===== src/rtl/cmr_pkg.sv =====
package cmr_pkg;

    localparam int ADDR_W = 15;
    localparam int DATA_W = 16;
    localparam int CORE_W = 17;
    localparam int PARITY_BIT = 16;
    localparam int DI_BIT = 15;
    localparam int STACK_LSB = 13;
    localparam int STACK_W = 2;
    localparam int PAGE_LSB = 10;
    localparam int PAGE_W = 3;
    localparam int WORD_W = 10;
    localparam int ACC_LIMIT = 2;
    localparam int STACKS = 2;
    localparam logic [ADDR_W-1:0] ACC_A_ADDR = 15'h0000;
    localparam logic [ADDR_W-1:0] ACC_B_ADDR = 15'h0001;
    localparam logic [ADDR_W-1:0] MAR_RESET = 15'h0000;
    localparam logic [DATA_W-1:0] MDR_RESET = 16'h0000;
    localparam real CLOCK_MHZ = 250.0;
    localparam real READ_NS = 350.0;
    localparam real WRITE_NS = 350.0;
    localparam int READ_CYC = (int'($ceil(READ_NS * CLOCK_MHZ / 1000.0)) < 1) ? 1 :
        int'($ceil(READ_NS * CLOCK_MHZ / 1000.0));
    localparam int WRITE_CYC = (int'($ceil(WRITE_NS * CLOCK_MHZ / 1000.0)) < 1) ? 1 :
        int'($ceil(WRITE_NS * CLOCK_MHZ / 1000.0));
    localparam int CNT_W = 8;

    typedef enum logic [1:0] {
        CMR_PH_FETCH = 2'b00,
        CMR_PH_INDIRECT = 2'b01,
        CMR_PH_EXECUTE = 2'b10,
        CMR_PH_OTHER = 2'b11
    } cmr_phase_e;

    typedef enum logic [1:0] {
        CMR_SRC_PANEL = 2'b00,
        CMR_SRC_FETCH = 2'b01,
        CMR_SRC_OPERAND = 2'b10
    } cmr_src_e;

    typedef enum logic [2:0] {
        CMR_IDLE = 3'b000,
        CMR_READ = 3'b001,
        CMR_RESTORE = 3'b010,
        CMR_DELIVER = 3'b011
    } cmr_state_e;

    typedef struct packed {
        logic [STACKS-1:0] stack_sel;
        logic [PAGE_W-1:0] page;
        logic [WORD_W-1:0] word;
        logic upper_module;
        logic acc_sel;
        logic acc_b;
    } cmr_sel_s;

    typedef struct packed {
        logic read;
        logic write;
        logic [CORE_W-1:0] inhibit;
    } cmr_drive_s;

endpackage : cmr_pkg


===== src/rtl/cmr_decode.sv =====
`timescale 1ns/1ps
module cmr_decode (
    input wire logic [cmr_pkg::ADDR_W-1:0] addr,
    output cmr_pkg::cmr_sel_s sel
);

    // bit 15 never reaches here, so direct/indirect cannot alter selection
    always_comb begin
        sel = '0;
        sel.page = addr[cmr_pkg::PAGE_LSB +: cmr_pkg::PAGE_W];
        sel.word = addr[cmr_pkg::WORD_W-1:0];
        sel.upper_module = addr[cmr_pkg::PAGE_LSB+cmr_pkg::PAGE_W-1];
        if (addr < cmr_pkg::ADDR_W'(cmr_pkg::ACC_LIMIT)) begin
            sel.acc_sel = 1'b1;
            sel.acc_b = (addr == cmr_pkg::ACC_B_ADDR);
        end else if (addr[cmr_pkg::STACK_LSB +: cmr_pkg::STACK_W] < 2'(cmr_pkg::STACKS)) begin
            sel.stack_sel[addr[cmr_pkg::STACK_LSB]] = 1'b1;
        end
    end

endmodule : cmr_decode


===== src/rtl/cmr_timer.sv =====
`timescale 1ns/1ps
module cmr_timer #(
    parameter int WIDTH = cmr_pkg::CNT_W
) (
    input wire logic clock,
    input wire logic reset,
    input wire logic start,
    input wire logic [WIDTH-1:0] length,
    output logic done
);

    typedef struct packed {
        logic [WIDTH-1:0] count;
        logic run;
    } cmr_timer_s;

    cmr_timer_s st_q;
    cmr_timer_s st_d;

    initial begin
        if (WIDTH < 2) $error("timer width too small");
    end

    always_comb begin
        st_d = st_q;
        if (start) begin
            st_d.run = 1'b1;
            st_d.count = length;
        end else if (st_q.run) begin
            st_d.count = st_q.count - WIDTH'(1);
            if (st_q.count == WIDTH'(1)) begin
                st_d.run = 1'b0;
            end
        end
    end

    assign done = st_q.run && (st_q.count == WIDTH'(1));

    always_ff @(posedge clock) begin
        if (reset) begin
            st_q <= '0;
        end else begin
            st_q <= st_d;
        end
    end

endmodule : cmr_timer


===== src/rtl/cmr_core_read.sv =====
`timescale 1ns/1ps
// Behaviour
// - every read zeroes all 17 cores of the location until restored
// - a rewrite of the same location starts right after each read
// - address held during rewrite; write of one into every bit
// - inhibit blocks the one-write for each zero bit captured
// - panel display readout ignored while running, accepted when halted
// - data key loads keyed address and starts one memory cycle
// - address decode enables the single driver of the selected location
// - sense outputs captured into data register at end of read half
// - display: data register to source bus, io bus, display latch
// - program counter incremented at start of instruction execution
// - entering fetch copies program counter into address register
// - fetch reads addressed word and uses it as next instruction
// - fetched word goes to instruction register and mapper in the same cycle
// - only fetch-phase words are instructions; others operands or addresses
// - bit 15 ignored; 14..13 stack, 12..10 page, 9..0 word
// - first stack 00002-17777, lower pages 0-3, second from 20000
// - addresses 00000 and 00001 go to accumulators, not core
// - 16 data bits plus parity bit 16 read and restored together
module cmr_core_read #(
    parameter int READ_CYCLES = cmr_pkg::READ_CYC,
    parameter int WRITE_CYCLES = cmr_pkg::WRITE_CYC
) (
    input wire logic clock,
    input wire logic reset,
    input wire logic halted,
    input wire logic panel_addr_select,
    input wire logic [cmr_pkg::DATA_W-1:0] panel_switches,
    input wire logic panel_data_key,
    input wire logic fetch_enter,
    input wire logic exec_start,
    input wire cmr_pkg::cmr_phase_e phase,
    input wire logic operand_req,
    input wire logic [cmr_pkg::ADDR_W-1:0] operand_addr,
    input wire logic [cmr_pkg::DATA_W-1:0] acc_a,
    input wire logic [cmr_pkg::DATA_W-1:0] acc_b,
    input wire logic [cmr_pkg::CORE_W-1:0] sense,
    output logic busy,
    output logic accept,
    output cmr_pkg::cmr_sel_s core_sel,
    output cmr_pkg::cmr_drive_s core_drive,
    output logic [cmr_pkg::ADDR_W-1:0] mar,
    output logic [cmr_pkg::CORE_W-1:0] mdr,
    output logic [cmr_pkg::ADDR_W-1:0] pc,
    output logic [cmr_pkg::DATA_W-1:0] source_bus,
    output logic [cmr_pkg::DATA_W-1:0] io_bus,
    output logic [cmr_pkg::DATA_W-1:0] display,
    output logic [cmr_pkg::DATA_W-1:0] instr,
    output logic [7:0] micro_start,
    output logic instr_valid,
    output logic operand_valid,
    output logic [cmr_pkg::DATA_W-1:0] operand_word
);

    ////////////////////////////////////////////////////////////////////////
    typedef struct packed {
        cmr_pkg::cmr_state_e state;
        cmr_pkg::cmr_src_e src;
        logic [cmr_pkg::ADDR_W-1:0] mar;
        logic [cmr_pkg::CORE_W-1:0] mdr;
        logic [cmr_pkg::ADDR_W-1:0] pc;
        logic addr_sel_armed;
        logic key_prev;
        logic [cmr_pkg::DATA_W-1:0] display;
        logic [cmr_pkg::DATA_W-1:0] instr;
        logic [7:0] micro_start;
        logic instr_valid;
        logic operand_valid;
        logic [cmr_pkg::DATA_W-1:0] operand_word;
        logic gate_src;
        logic gate_io;
    } cmr_state_s;

    cmr_state_s st_q;
    cmr_state_s st_d;
    cmr_pkg::cmr_sel_s sel;
    logic timer_start;
    logic [cmr_pkg::CNT_W-1:0] timer_len;
    logic timer_done;
    logic key_press;
    logic panel_go;
    logic fetch_go;

    initial begin
        if (READ_CYCLES < 1 || READ_CYCLES >= (1 << cmr_pkg::CNT_W)) $error("read cycles out of range");
        if (WRITE_CYCLES < 1 || WRITE_CYCLES >= (1 << cmr_pkg::CNT_W)) $error("write cycles out of range");
    end

    cmr_decode u_decode (
        .addr(st_q.mar),
        .sel(sel)
    );

    cmr_timer #(
        .WIDTH(cmr_pkg::CNT_W)
    ) u_timer (
        .clock(clock),
        .reset(reset),
        .start(timer_start),
        .length(timer_len),
        .done(timer_done)
    );

    // crude microcode mapper: opcode and d/i bits give the routine start
    function automatic logic [7:0] map_start(input logic [cmr_pkg::DATA_W-1:0] w);
        map_start = {w[15:11], 3'h0};
    endfunction : map_start

    ////////////////////////////////////////////////////////////////////////
    assign key_press = panel_data_key && !st_q.key_prev;
    assign panel_go = key_press && halted && st_q.addr_sel_armed;
    assign fetch_go = fetch_enter && (phase == cmr_pkg::CMR_PH_FETCH);

    always_comb begin
        st_d = st_q;
        timer_start = 1'b0;
        timer_len = cmr_pkg::CNT_W'(READ_CYCLES);
        st_d.key_prev = panel_data_key;
        st_d.instr_valid = 1'b0;
        st_d.operand_valid = 1'b0;
        st_d.gate_src = 1'b0;
        st_d.gate_io = st_q.gate_src;
        if (panel_addr_select) begin
            st_d.addr_sel_armed = 1'b1;
        end
        if (!halted) begin
            st_d.addr_sel_armed = 1'b0;
        end
        if (exec_start) begin
            st_d.pc = st_q.pc + cmr_pkg::ADDR_W'(1);
        end
        if (st_q.gate_io) begin
            st_d.display = io_bus;
        end
        case (st_q.state)
            cmr_pkg::CMR_IDLE: begin
                if (panel_go) begin
                    st_d.mar = panel_switches[cmr_pkg::ADDR_W-1:0];
                    st_d.src = cmr_pkg::CMR_SRC_PANEL;
                    st_d.state = cmr_pkg::CMR_READ;
                    timer_start = 1'b1;
                end else if (fetch_go) begin
                    st_d.mar = st_q.pc;
                    st_d.src = cmr_pkg::CMR_SRC_FETCH;
                    st_d.state = cmr_pkg::CMR_READ;
                    timer_start = 1'b1;
                end else if (operand_req && phase != cmr_pkg::CMR_PH_FETCH) begin
                    st_d.mar = operand_addr;
                    st_d.src = cmr_pkg::CMR_SRC_OPERAND;
                    st_d.state = cmr_pkg::CMR_READ;
                    timer_start = 1'b1;
                end
            end
            cmr_pkg::CMR_READ: begin
                if (timer_done) begin
                    if (sel.acc_sel) begin
                        st_d.mdr = {1'b0, sel.acc_b ? acc_b : acc_a};
                    end else begin
                        st_d.mdr = sense;
                    end
                    st_d.state = cmr_pkg::CMR_RESTORE;
                    timer_start = 1'b1;
                    timer_len = cmr_pkg::CNT_W'(WRITE_CYCLES);
                end
            end
            cmr_pkg::CMR_RESTORE: begin
                if (timer_done) begin
                    st_d.state = cmr_pkg::CMR_DELIVER;
                end
            end
            cmr_pkg::CMR_DELIVER: begin
                st_d.state = cmr_pkg::CMR_IDLE;
                case (st_q.src)
                    cmr_pkg::CMR_SRC_PANEL: begin
                        st_d.gate_src = 1'b1;
                    end
                    cmr_pkg::CMR_SRC_FETCH: begin
                        st_d.instr = st_q.mdr[cmr_pkg::DATA_W-1:0];
                        st_d.micro_start = map_start(st_q.mdr[cmr_pkg::DATA_W-1:0]);
                        st_d.instr_valid = 1'b1;
                    end
                    default: begin
                        st_d.operand_word = st_q.mdr[cmr_pkg::DATA_W-1:0];
                        st_d.operand_valid = 1'b1;
                    end
                endcase
            end
            default: begin
                st_d.state = cmr_pkg::CMR_IDLE;
            end
        endcase
    end

    ////////////////////////////////////////////////////////////////////////
    always_comb begin
        core_sel = sel;
        core_drive = '0;
        if (st_q.state == cmr_pkg::CMR_READ && !sel.acc_sel) begin
            core_drive.read = 1'b1;
        end
        if (st_q.state == cmr_pkg::CMR_RESTORE && !sel.acc_sel) begin
            core_drive.write = 1'b1;
            core_drive.inhibit = ~st_q.mdr;
        end
        if (st_q.state == cmr_pkg::CMR_IDLE || st_q.state == cmr_pkg::CMR_DELIVER) begin
            core_sel.stack_sel = '0;
        end
    end

    assign busy = (st_q.state != cmr_pkg::CMR_IDLE);
    assign accept = timer_start && (st_q.state == cmr_pkg::CMR_IDLE);
    assign mar = st_q.mar;
    assign mdr = st_q.mdr;
    assign pc = st_q.pc;
    assign source_bus = st_q.gate_src ? st_q.mdr[cmr_pkg::DATA_W-1:0] : 16'h0000;
    assign io_bus = st_q.gate_io ? st_q.mdr[cmr_pkg::DATA_W-1:0] : 16'h0000;
    assign display = st_q.display;
    assign instr = st_q.instr;
    assign micro_start = st_q.micro_start;
    assign instr_valid = st_q.instr_valid;
    assign operand_valid = st_q.operand_valid;
    assign operand_word = st_q.operand_word;

    always_ff @(posedge clock) begin
        if (reset) begin
            st_q <= '0;
            st_q.mar <= cmr_pkg::MAR_RESET;
        end else begin
            st_q <= st_d;
        end
    end

endmodule : cmr_core_read


===== config.mk =====
export PLATFORM = sky130hd
export DESIGN_NAME = cmr_core_read
export DESIGN_NICKNAME = d
export VERILOG_FILES = /design/src/rtl/cmr_pkg.sv /design/src/rtl/cmr_decode.sv /design/src/rtl/cmr_timer.sv /design/src/rtl/cmr_core_read.sv
export SDC_FILE = /design/constraint.sdc
export NUM_CORES = 1
export LEC_CHECK = 0
export ABC_AREA = 1
export BUFFER_PORTS_ARGS = -buffer_cell sky130_fd_sc_hd__buf_2
export CAP_MARGIN = 25
export CORE_MARGIN = 2
export CORE_UTILIZATION = 30
export DETAILED_ROUTE_END_ITERATION = 12
export HOLD_SLACK_MARGIN = 0.12
export PLACE_DENSITY = 0.64
export REMOVE_ABC_BUFFERS = 1
export SKIP_CTS_REPAIR_TIMING = 1
export SLEW_MARGIN = 20
export SYNTH_ARGS = -nofsm -noshare
export SYNTH_HDL_FRONTEND = slang
export SYNTH_SLANG_ARGS = --single-unit

===== constraint.sdc =====
create_clock -name clock -period 1.5 [get_ports clock]
set_clock_uncertainty 0.15 [all_clocks]
set_input_delay 0.3 -clock clock [delete_from_list [all_inputs] [get_ports clock]]
set_output_delay 0.3 -clock clock [all_outputs]
set_load 0.03 [all_outputs]

After elaboration in Yosys (flattened, before gate mapping)
Index checks and enable logic that the tools add are counted.
{"block": "totals", "regBits": 120, "latchBits": 0, "ramBits": 0, "rom_bits": 0, "input_bits": 90, "out_inout_bits": 176, "elab_cells": 95, "memories": 0}
{"block": "op_classes", "addsub": 2, "multipliers": 0, "n_div": 0, "order_cmp": 4, "eq_ne": 9, "shifts": 0, "mux": 29, "bitwise_logic": 4, "n_reduce_logical": 29}
{"op": "$mux W20", "count": 3}
{"op": "$mux W16", "count": 3}
{"op": "$mux W17", "count": 2}
{"op": "$mux W18", "count": 1}
{"op": "$not A17 Y17", "count": 1}
{"op": "$mux W8", "count": 2}
{"op": "$add A15 B1 Y15 const B", "count": 1}
{"op": "$eq A15 B1 Y1 const B", "count": 1}
{"op": "$lt A15 B2 Y1 const B", "count": 1}
{"op": "$logic_and A1 B1 Y1", "count": 10}
{"op": "$mux W1", "count": 9}
{"op": "$pmux W3 S3", "count": 1}
{"op": "$eq A8 B1 Y1 const B", "count": 1}
{"op": "$mux W2", "count": 4}
{"op": "$reduce_and A2 Y1", "count": 4}
{"op": "$reduce_or A2 Y1", "count": 4}
{"op": "$sub A8 B1 Y8 const B", "count": 1}
{"op": "$eq A3 B2 Y1 const B", "count": 2}
{"op": "$mux W3", "count": 2}
{"op": "$reduce_bool A3 Y1", "count": 2}
{"op": "$logic_not A2 Y1", "count": 2}
{"op": "$ne A2 B2 Y1 const B", "count": 2}
{"op": "$ne A4 B4 Y1 const B", "count": 1}
{"op": "$reduce_bool A2 Y1", "count": 2}
{"op": "other kinds (12)", "count": 15}

Depth between registers and ports, before layout
Gate-level depths: netlist of run 1.
{"block": "logic_depth", "depth_word": 7, "mapped_depth": 10, "mapped_depth_nobuf": 10}

Cells and area by module
A second synthesis of run 1 with hierarchy kept.
{"block": "unflattened", "hier_cells": 1023, "area_unflattened_um2": 6633.9}
{"module": "cmr_core_read", "n_inst": 1, "cells_per_inst": 894, "area_per_inst_um2": 5825.6, "seq_area_each_um2": 2102.0}
{"module": "cmr_timer", "n_inst": 1, "cells_per_inst": 85, "area_per_inst_um2": 581.8, "seq_area_each_um2": 180.2}
{"module": "cmr_decode", "n_inst": 1, "cells_per_inst": 44, "area_per_inst_um2": 226.5, "seq_area_each_um2": 0.0}

Worst setup path after synthesis of run 1
Ideal clock, no wire load.
{"block": "synth_timing", "kind": "register to output", "start": "reg, netlist name mar[13]", "end": "out core_sel[16] (netlist bit)", "arrival_time_ns": 1.798, "t_required_ns": 1.050, "slack_ns": -0.748, "path_stages_with_launch": 8, "n_path_buf": 1, "path_cell_list": "dfxtp_1 nor2_1 nand2_1 nor2_1 nand2_1 inv_2 buf_6 nor4_1"}
{"element": "end: declaration", "line": "cmr_core_read.sv:41", "text": "output cmr_pkg::cmr_sel_s core_sel,"}

==> qor.yml, run 1 <==
worst_setup_path:
  cp_max_fo: 18
  path_cells: "buf_6 -> ha_1 -> nand2_2 -> buf_12 -> nor2_1 -> buf_2"
  r2r.worst_path.cells: 8
  cpMaxStageDelayCell: "dfxtp_2"
  worst_ep_arrival_time_ns: 1.71
  crit_family: "buffers and inverters"
  required_ns: 1.05
  slowest_delay_ns: 0.35
  rrSetupSlack_ns: -0.24
  start_kind: "flip-flop"
  endpoint_kind: "primary output"
  r2r-start: "u_timer.st_q[1]"
  crit_type: "reg -> out"
  path_buf_inv: 3
  timing.rr.end: "mdr[9]"
yosys:
  avgSynthCellArea_um2: 6.86
  synth_cell_type_count: 35
  ys_seq_area_frac: 0.353
  synthCells: 943
  synth_area_leaders: "dfxtp_1, buf_4, nand2_1, nor2_1, a21oi_1"
  netlist_area_um2: 6470
  synth-seq-cells: 114
  synth_top_area_share: 0.353
  ys_warn_count: 0
  synth_top_cell_by_area: "dfxtp_1"
clock_tree:
  insertion_delay_ns: 0.41
  path_clk_slew_ns: 0.06
  clockRootBuffer: "clkbuf_16"
  tritoncts: "built"
  clkSinkCount: 114
  cts.htree.levels: 4
  numCtsBuffers: 17
  cts_buffer_depth: 2
routing:
  drt_pre_antenna_iters: 5
  drt_iter0_markers: 314
  routedWlPerCell_um: 16.5
  wirelength_um: 24900
  ant_nets: 0
  dr_total_vias: 7048
  route.detailed.drc: 0
  via_per_inst: 4.65
worst_hold_path:
  min_to: "mdr[15]"
  worstHoldStart: "acc_a[15]"
  hold_path.class: "in -> reg"
  min_path_cells: 5
global_routing:
  grt_pass1_vias: 5822
  grtUsageTotal: 0.183
  grt_max_degree: 45
  grt-ovfl-total: 0
  antenna_found_initial: 2
  grt_pass1_wl_um: 31300
finish:
  antenna_cells: 0
  stdcell_area_um2: 10700
  finalNetCount: 1325
  synthToLayoutAreaGrowth_pct: 64.7
  drive_above_1_share: 0.494
timing:
  rsz0062_at_grt: "yes"
  holdWs_ns: 0.0700
  fin_ws_ns: -0.657
  post-route-period-util: 1.44
  post-route-min-period_ns: 2.16
  hold_viol: 0
  maxSlewViolCount: 0
  timing.fmax_mhz: 464
  setup-violations-final: 79
placement:
  post-dp-hpwl_um: 16200
  placed_cell_area_um2: 7990
  io_buffers: 261
  place.gp.congestion: 0.863
die:
  die_y_um: 151
  coreArea_um2: 21100
  dieArea_um2: 22800
  die_w_um: 151
  pin_count: 266
  start_util: 0.307
  core.rowCount: 53
status:
  run_status: "complete, but fails checks"
  violations: "setup timing"
power:
  peakVddDrop_mv: 0.654
  p_leak_nw: 5.54
  power.density_nw_per_um2: 1280
run:
  maxCapViolCount: 0
registers in the layout, indices dropped and copies added (netlist names):
register	flops
display	16
instr	16
instr_valid	1
mar	15
mdr	17
operand_valid	1
operand_word	16
pc	15
st_d	1
st_q	7
u_timer.st_q	9
layout by cell type, fill, tap and decap left out, types with 2 or more instances in the layout:
| cell | n |
|---|---|
| inv_6 | 2 |
| buf_12 | 19 |
| nor2_2 | 22 |
| nor2_4 | 10 |
| dfxtp_2 | 28 |
| o21ai_1 | 8 |
| buf_2 | 161 |
| nand2_2 | 13 |
| clkinv_4 | 2 |
| xor2_1 | 2 |
| buf_6 | 107 |
| a21oi_1 | 80 |
| clkbuf_4 | 5 |
| nor2_1 | 99 |
| dfxtp_1 | 72 |
| buf_8 | 7 |
| clkinvlp_4 | 7 |
| o21bai_1 | 16 |
| nand3b_1 | 17 |
| inv_2 | 39 |
| nand3_2 | 7 |
| nand3_4 | 2 |
| nand2_1 | 161 |
| nand2_4 | 30 |
| nand3_1 | 46 |
| dfxtp_4 | 14 |
| buf_4 | 80 |
| or2_4 | 2 |
| clkbuf_16 | 22 |
| a21oi_2 | 6 |
| ha_4 | 6 |
| inv_1 | 46 |
| nand2_8 | 4 |
| o21ai_0 | 37 |
| inv_4 | 3 |
| clkinv_2 | 2 |
| bufinv_16 | 5 |
| nand4_1 | 5 |
| conb_1 | 3 |
| dlygate4sd3_1 | 31 |
worst min-delay path: stages:
cell and delay (ns):
buf_2 0.10, inv_1 0.04, nand2_1 0.04, nand3_1 0.05
a21oi_1 0.05
cell usage after synthesis, drive strengths merged:
cell type / number
a21oi: 86
and2: 1
buf: 136
clkbuf: 18
conb: 1
dfxtp: 114
ha: 7
inv: 92
nand2: 208
nand3: 55
nand3b: 17
nand4: 6
nor2: 130
nor3: 2
nor4: 2
o21ai: 45
o21bai: 16
or2: 4
xnor2: 1
xor2: 2
worst max-delay path by stage:
stage | startpoint | endpoint | slack (ns) | depth (start not counted)
5_1_grt | mar[5] | core_drive[8] | -0.71 | 8
3_3_place_gp | mar[2] | core_drive[4] | -0.33 | 7
4_1_cts | mar[2] | core_drive[4] | -0.77 | 7
2_1_floorplan | mar[12] | core_sel[16] | -1.73 | 6
6_report | st_q[112] | core_drive[14] | -0.66 | 6
3_5_place_dp | mar[2] | core_drive[10] | -0.32 | 7
final cells by class:
type                            count  area, um^2
Multi-Input combinational cell    587        3350
Sequential cell                   114        2370
Clock inverter                     13         208
Timing Repair Buffer              415        3570
Timing Repair inverter              1        7.51
Inverter                           92         370
Fill cell                        1923       10400
Tap cell                          275         344
Clock buffer                       19         443
metal layers:
metal	up-vias	routed length (um)	track usage
li1	3450	-	-
met1	3241	10200	0.226
met2	317	12500	0.324
met3	36	1780	0.0340
met4	4	504	0.0551
met5	-	27	0
cell families (layout without fill, tap and decap cells):
logic type	Yosys count	after routing	share of synthesized area
xor gates and xnor gates	3	3	0.00406
other	1	3	0.000579
buffers and inverters	246	540	0.220
and+or+nand+nor	425	427	0.288
AOI/OAI and AO/OA	147	147	0.120
adders and majority gates	7	7	0.0135
DFF	114	114	0.353
report_power, final:
group / total (W) / leakage (nW) / internal (W) / switching [W]
sequential: 0.00347 / 0.948 / 0.00327 / 0.000203
clock: 0.00452 / 0.306 / 0.00299 / 0.00153
combinational: 0.00564 / 4.29 / 0.00242 / 0.00321
stage by stage:
stage               std cells  power [W]  utilization  worst slack (ns)  TNS, ns
floorplan                 791    0.00584            -             -1.73   -45.61
global placement         1424    0.00765        0.379            -0.327   -12.49
detailed placement       1424    0.00769        0.379            -0.321   -13.69
CTS                      1456     0.0122        0.410            -0.774   -37.42
global route             1516     0.0142        0.506            -0.712   -27.41
finish                   1516     0.0136        0.506            -0.657   -20.97
(Power assumes the default switching activity.)
==> run 2: changes to the inputs <==
--- a/config.mk
+++ b/config.mk
@@ -12,7 +12,7 @@
 export CORE_UTILIZATION = 30
 export DETAILED_ROUTE_END_ITERATION = 12
 export HOLD_SLACK_MARGIN = 0.12
-export PLACE_DENSITY = 0.64
+export PLACE_DENSITY = 0.66
 export REMOVE_ABC_BUFFERS = 1
 export SKIP_CTS_REPAIR_TIMING = 1
 export SLEW_MARGIN = 20
==> qor.yml, run 2 (synthesis gave the netlist of run 1 again) <==
status:
  run_status: "complete, but fails checks"
  violations: "setup timing"
placement:
  place.gp.congestion: 0.906
  place_inst: 1430
  io_buffers: 261
  post-dp-hpwl_um: 16400
die:
  die_w_um: 151
  coreArea_um2: 21100
  pin_count: 266
  start_util: 0.307
  dieArea_um2: 22800
  core.rowCount: 53
  die_y_um: 151
finish:
  nFillCells: 1793
  drive_above_1_share: 0.554
  finalNetCount: 1341
  synthToLayoutAreaGrowth_pct: 75.8
  largest_reg_flops: 17
  postLayoutCoreUtil: 0.539
  mostFrequentLayoutCells: "nand2_1, buf_2, buf_6, nor2_1, buf_4"
  multi_input_area_um2: 3710
  final_cells: 1535
  regArea_um2: 2380
  mostFrequentLayoutCell: "nand2_1"
worst_setup_path:
  worst_ep_arrival_time_ns: 1.70
  required_ns: 1.05
  slowest_delay_ns: 0.31
  cp_max_fo: 8
  cpMaxStageDelayCell: "dfxtp_2"
  crit_type: "reg -> out"
  path_buf_inv: 2
  endpoint_kind: "primary output"
  start_kind: "flip-flop"
  crit_family: "simple AND/OR/NAND/NOR gates"
  path_cells: "or2_1 -> nor2_2 -> nand2_4 -> nand2_4 -> clkbuf_16 -> nor2_2 -> buf_6"
global_routing:
  grtUsageTotal: 0.184
  antenna_found_initial: 3
  grt_max_degree: 42
  grt-ovfl-total: 0
  grt_pass1_wl_um: 31500
  grt_pass1_vias: 5876
timing:
  rsz0062_at_grt: "yes"
  worst_pin_slew_ns: 0.527
  maxSlewViolCount: 0
  max-slew-margin-rel: 0.649
  setup-violations-final: 81
  tns_ns: -22.50
  timing.fmax_mhz: 466
  hold_viol: 0
  post-route-period-util: 1.43
  post-route-min-period_ns: 2.15
  fin_ws_ns: -0.646
power:
  p_total_w: 0.0142
  power.density_nw_per_um2: 1250
  p_leak_nw: 5.75
  peakVddDrop_mv: 0.671
clock_tree:
  numCtsBuffers: 17
  cts.htree.levels: 4
  clkSinkCount: 114
  cts_buffer_depth: 2
  path_clk_slew_ns: 0.06
  insertion_delay_ns: 0.42
  tritoncts: "built"
  clockRootBuffer: "clkbuf_16"
routing:
  wirelength_um: 26900
  routedWlPerCell_um: 17.5
  ant_nets: 0
  via_per_inst: 4.76
  drt_pre_antenna_iters: 5
  drt_iter0_markers: 317
  dr_total_vias: 7303
  route.detailed.drc: 0
worst_hold_path:
  hold_path.class: "in -> reg"
run:
  maxCapViolCount: 0
==> run 2: changes by cell type in the layout (fill, tap and decap cells not counted), moves of 9 or more <==
cell     previous run  this run
buf_6             107       132
dfxtp_2            28        37
nand3_1            46        30
nand3_4             2        11
buf_2             161       145
a21oi_2             6        29
nand2_1           161       152
a21oi_1            80        56
==> run 2: worst paths after layout <==
kind | depth (start not counted) | from | slack (ns) | end
max | 7 | mar[1] | -0.65 | core_drive[15]
min reg2reg | 2 | instr[0] | 0.31 | instr[0]
min | 5 | panel_switches[9] | 0.1 | mar[9]
max reg2reg | 10 | mar[1] | -0.26 | mdr[15]
==> run 2: where the power goes <==
| group | internal, W | switching (W) | total (W) |
|---|---|---|---|
| clock network | 0.00249 | 0.00151 | 0.00400 |
| logic | 0.00300 | 0.00373 | 0.00673 |
| registers | 0.00328 | 0.000203 | 0.00348 |
| total | 0.00877 | 0.00544 | 0.0142 |
==> run 2: stage by stage <==
stage          setup WS [ns]  area [um^2]  hold slack, ns
2_1_floorplan          -1.73         5400           0.212
3_3_place_gp          -0.336         8070           0.294
3_5_place_dp          -0.355         8070           0.299
4_1_cts               -0.816         8650         -0.0372
5_1_grt               -0.732        11400           0.120
6_report              -0.646        11400          0.0960
==> run 2: area by class of cell <==
class | count | share of cell area
antenna | 3 | 0.000660
multi-input combinational | 588 | 0.326
timing repair buffer | 431 | 0.349
inverter | 92 | 0.0337
clock buffer | 20 | 0.0393
sequential | 114 | 0.209
tap | 275 | 0.0303
clock inverter | 12 | 0.0119
==> run 2: worst min-delay path, delay by kind of cell <==
| kind | cells | cell delay, ns |
|---|---|---|
| AND/OR/NAND/NOR | 4 | 0.26 |
| buffers and inverters | 1 | 0.08 |
==> run 2: routing by layer <==
layer,share of wire,up-vias,GRT usage,wire [um]
met3,0.074,72,0.0389,2000
met4,0.039,0,0.0598,1060
met1,0.39,3376,0.213,10600
met5,0,-,0,0
met2,0.49,379,0.338,13300
li1,-,3476,-,-
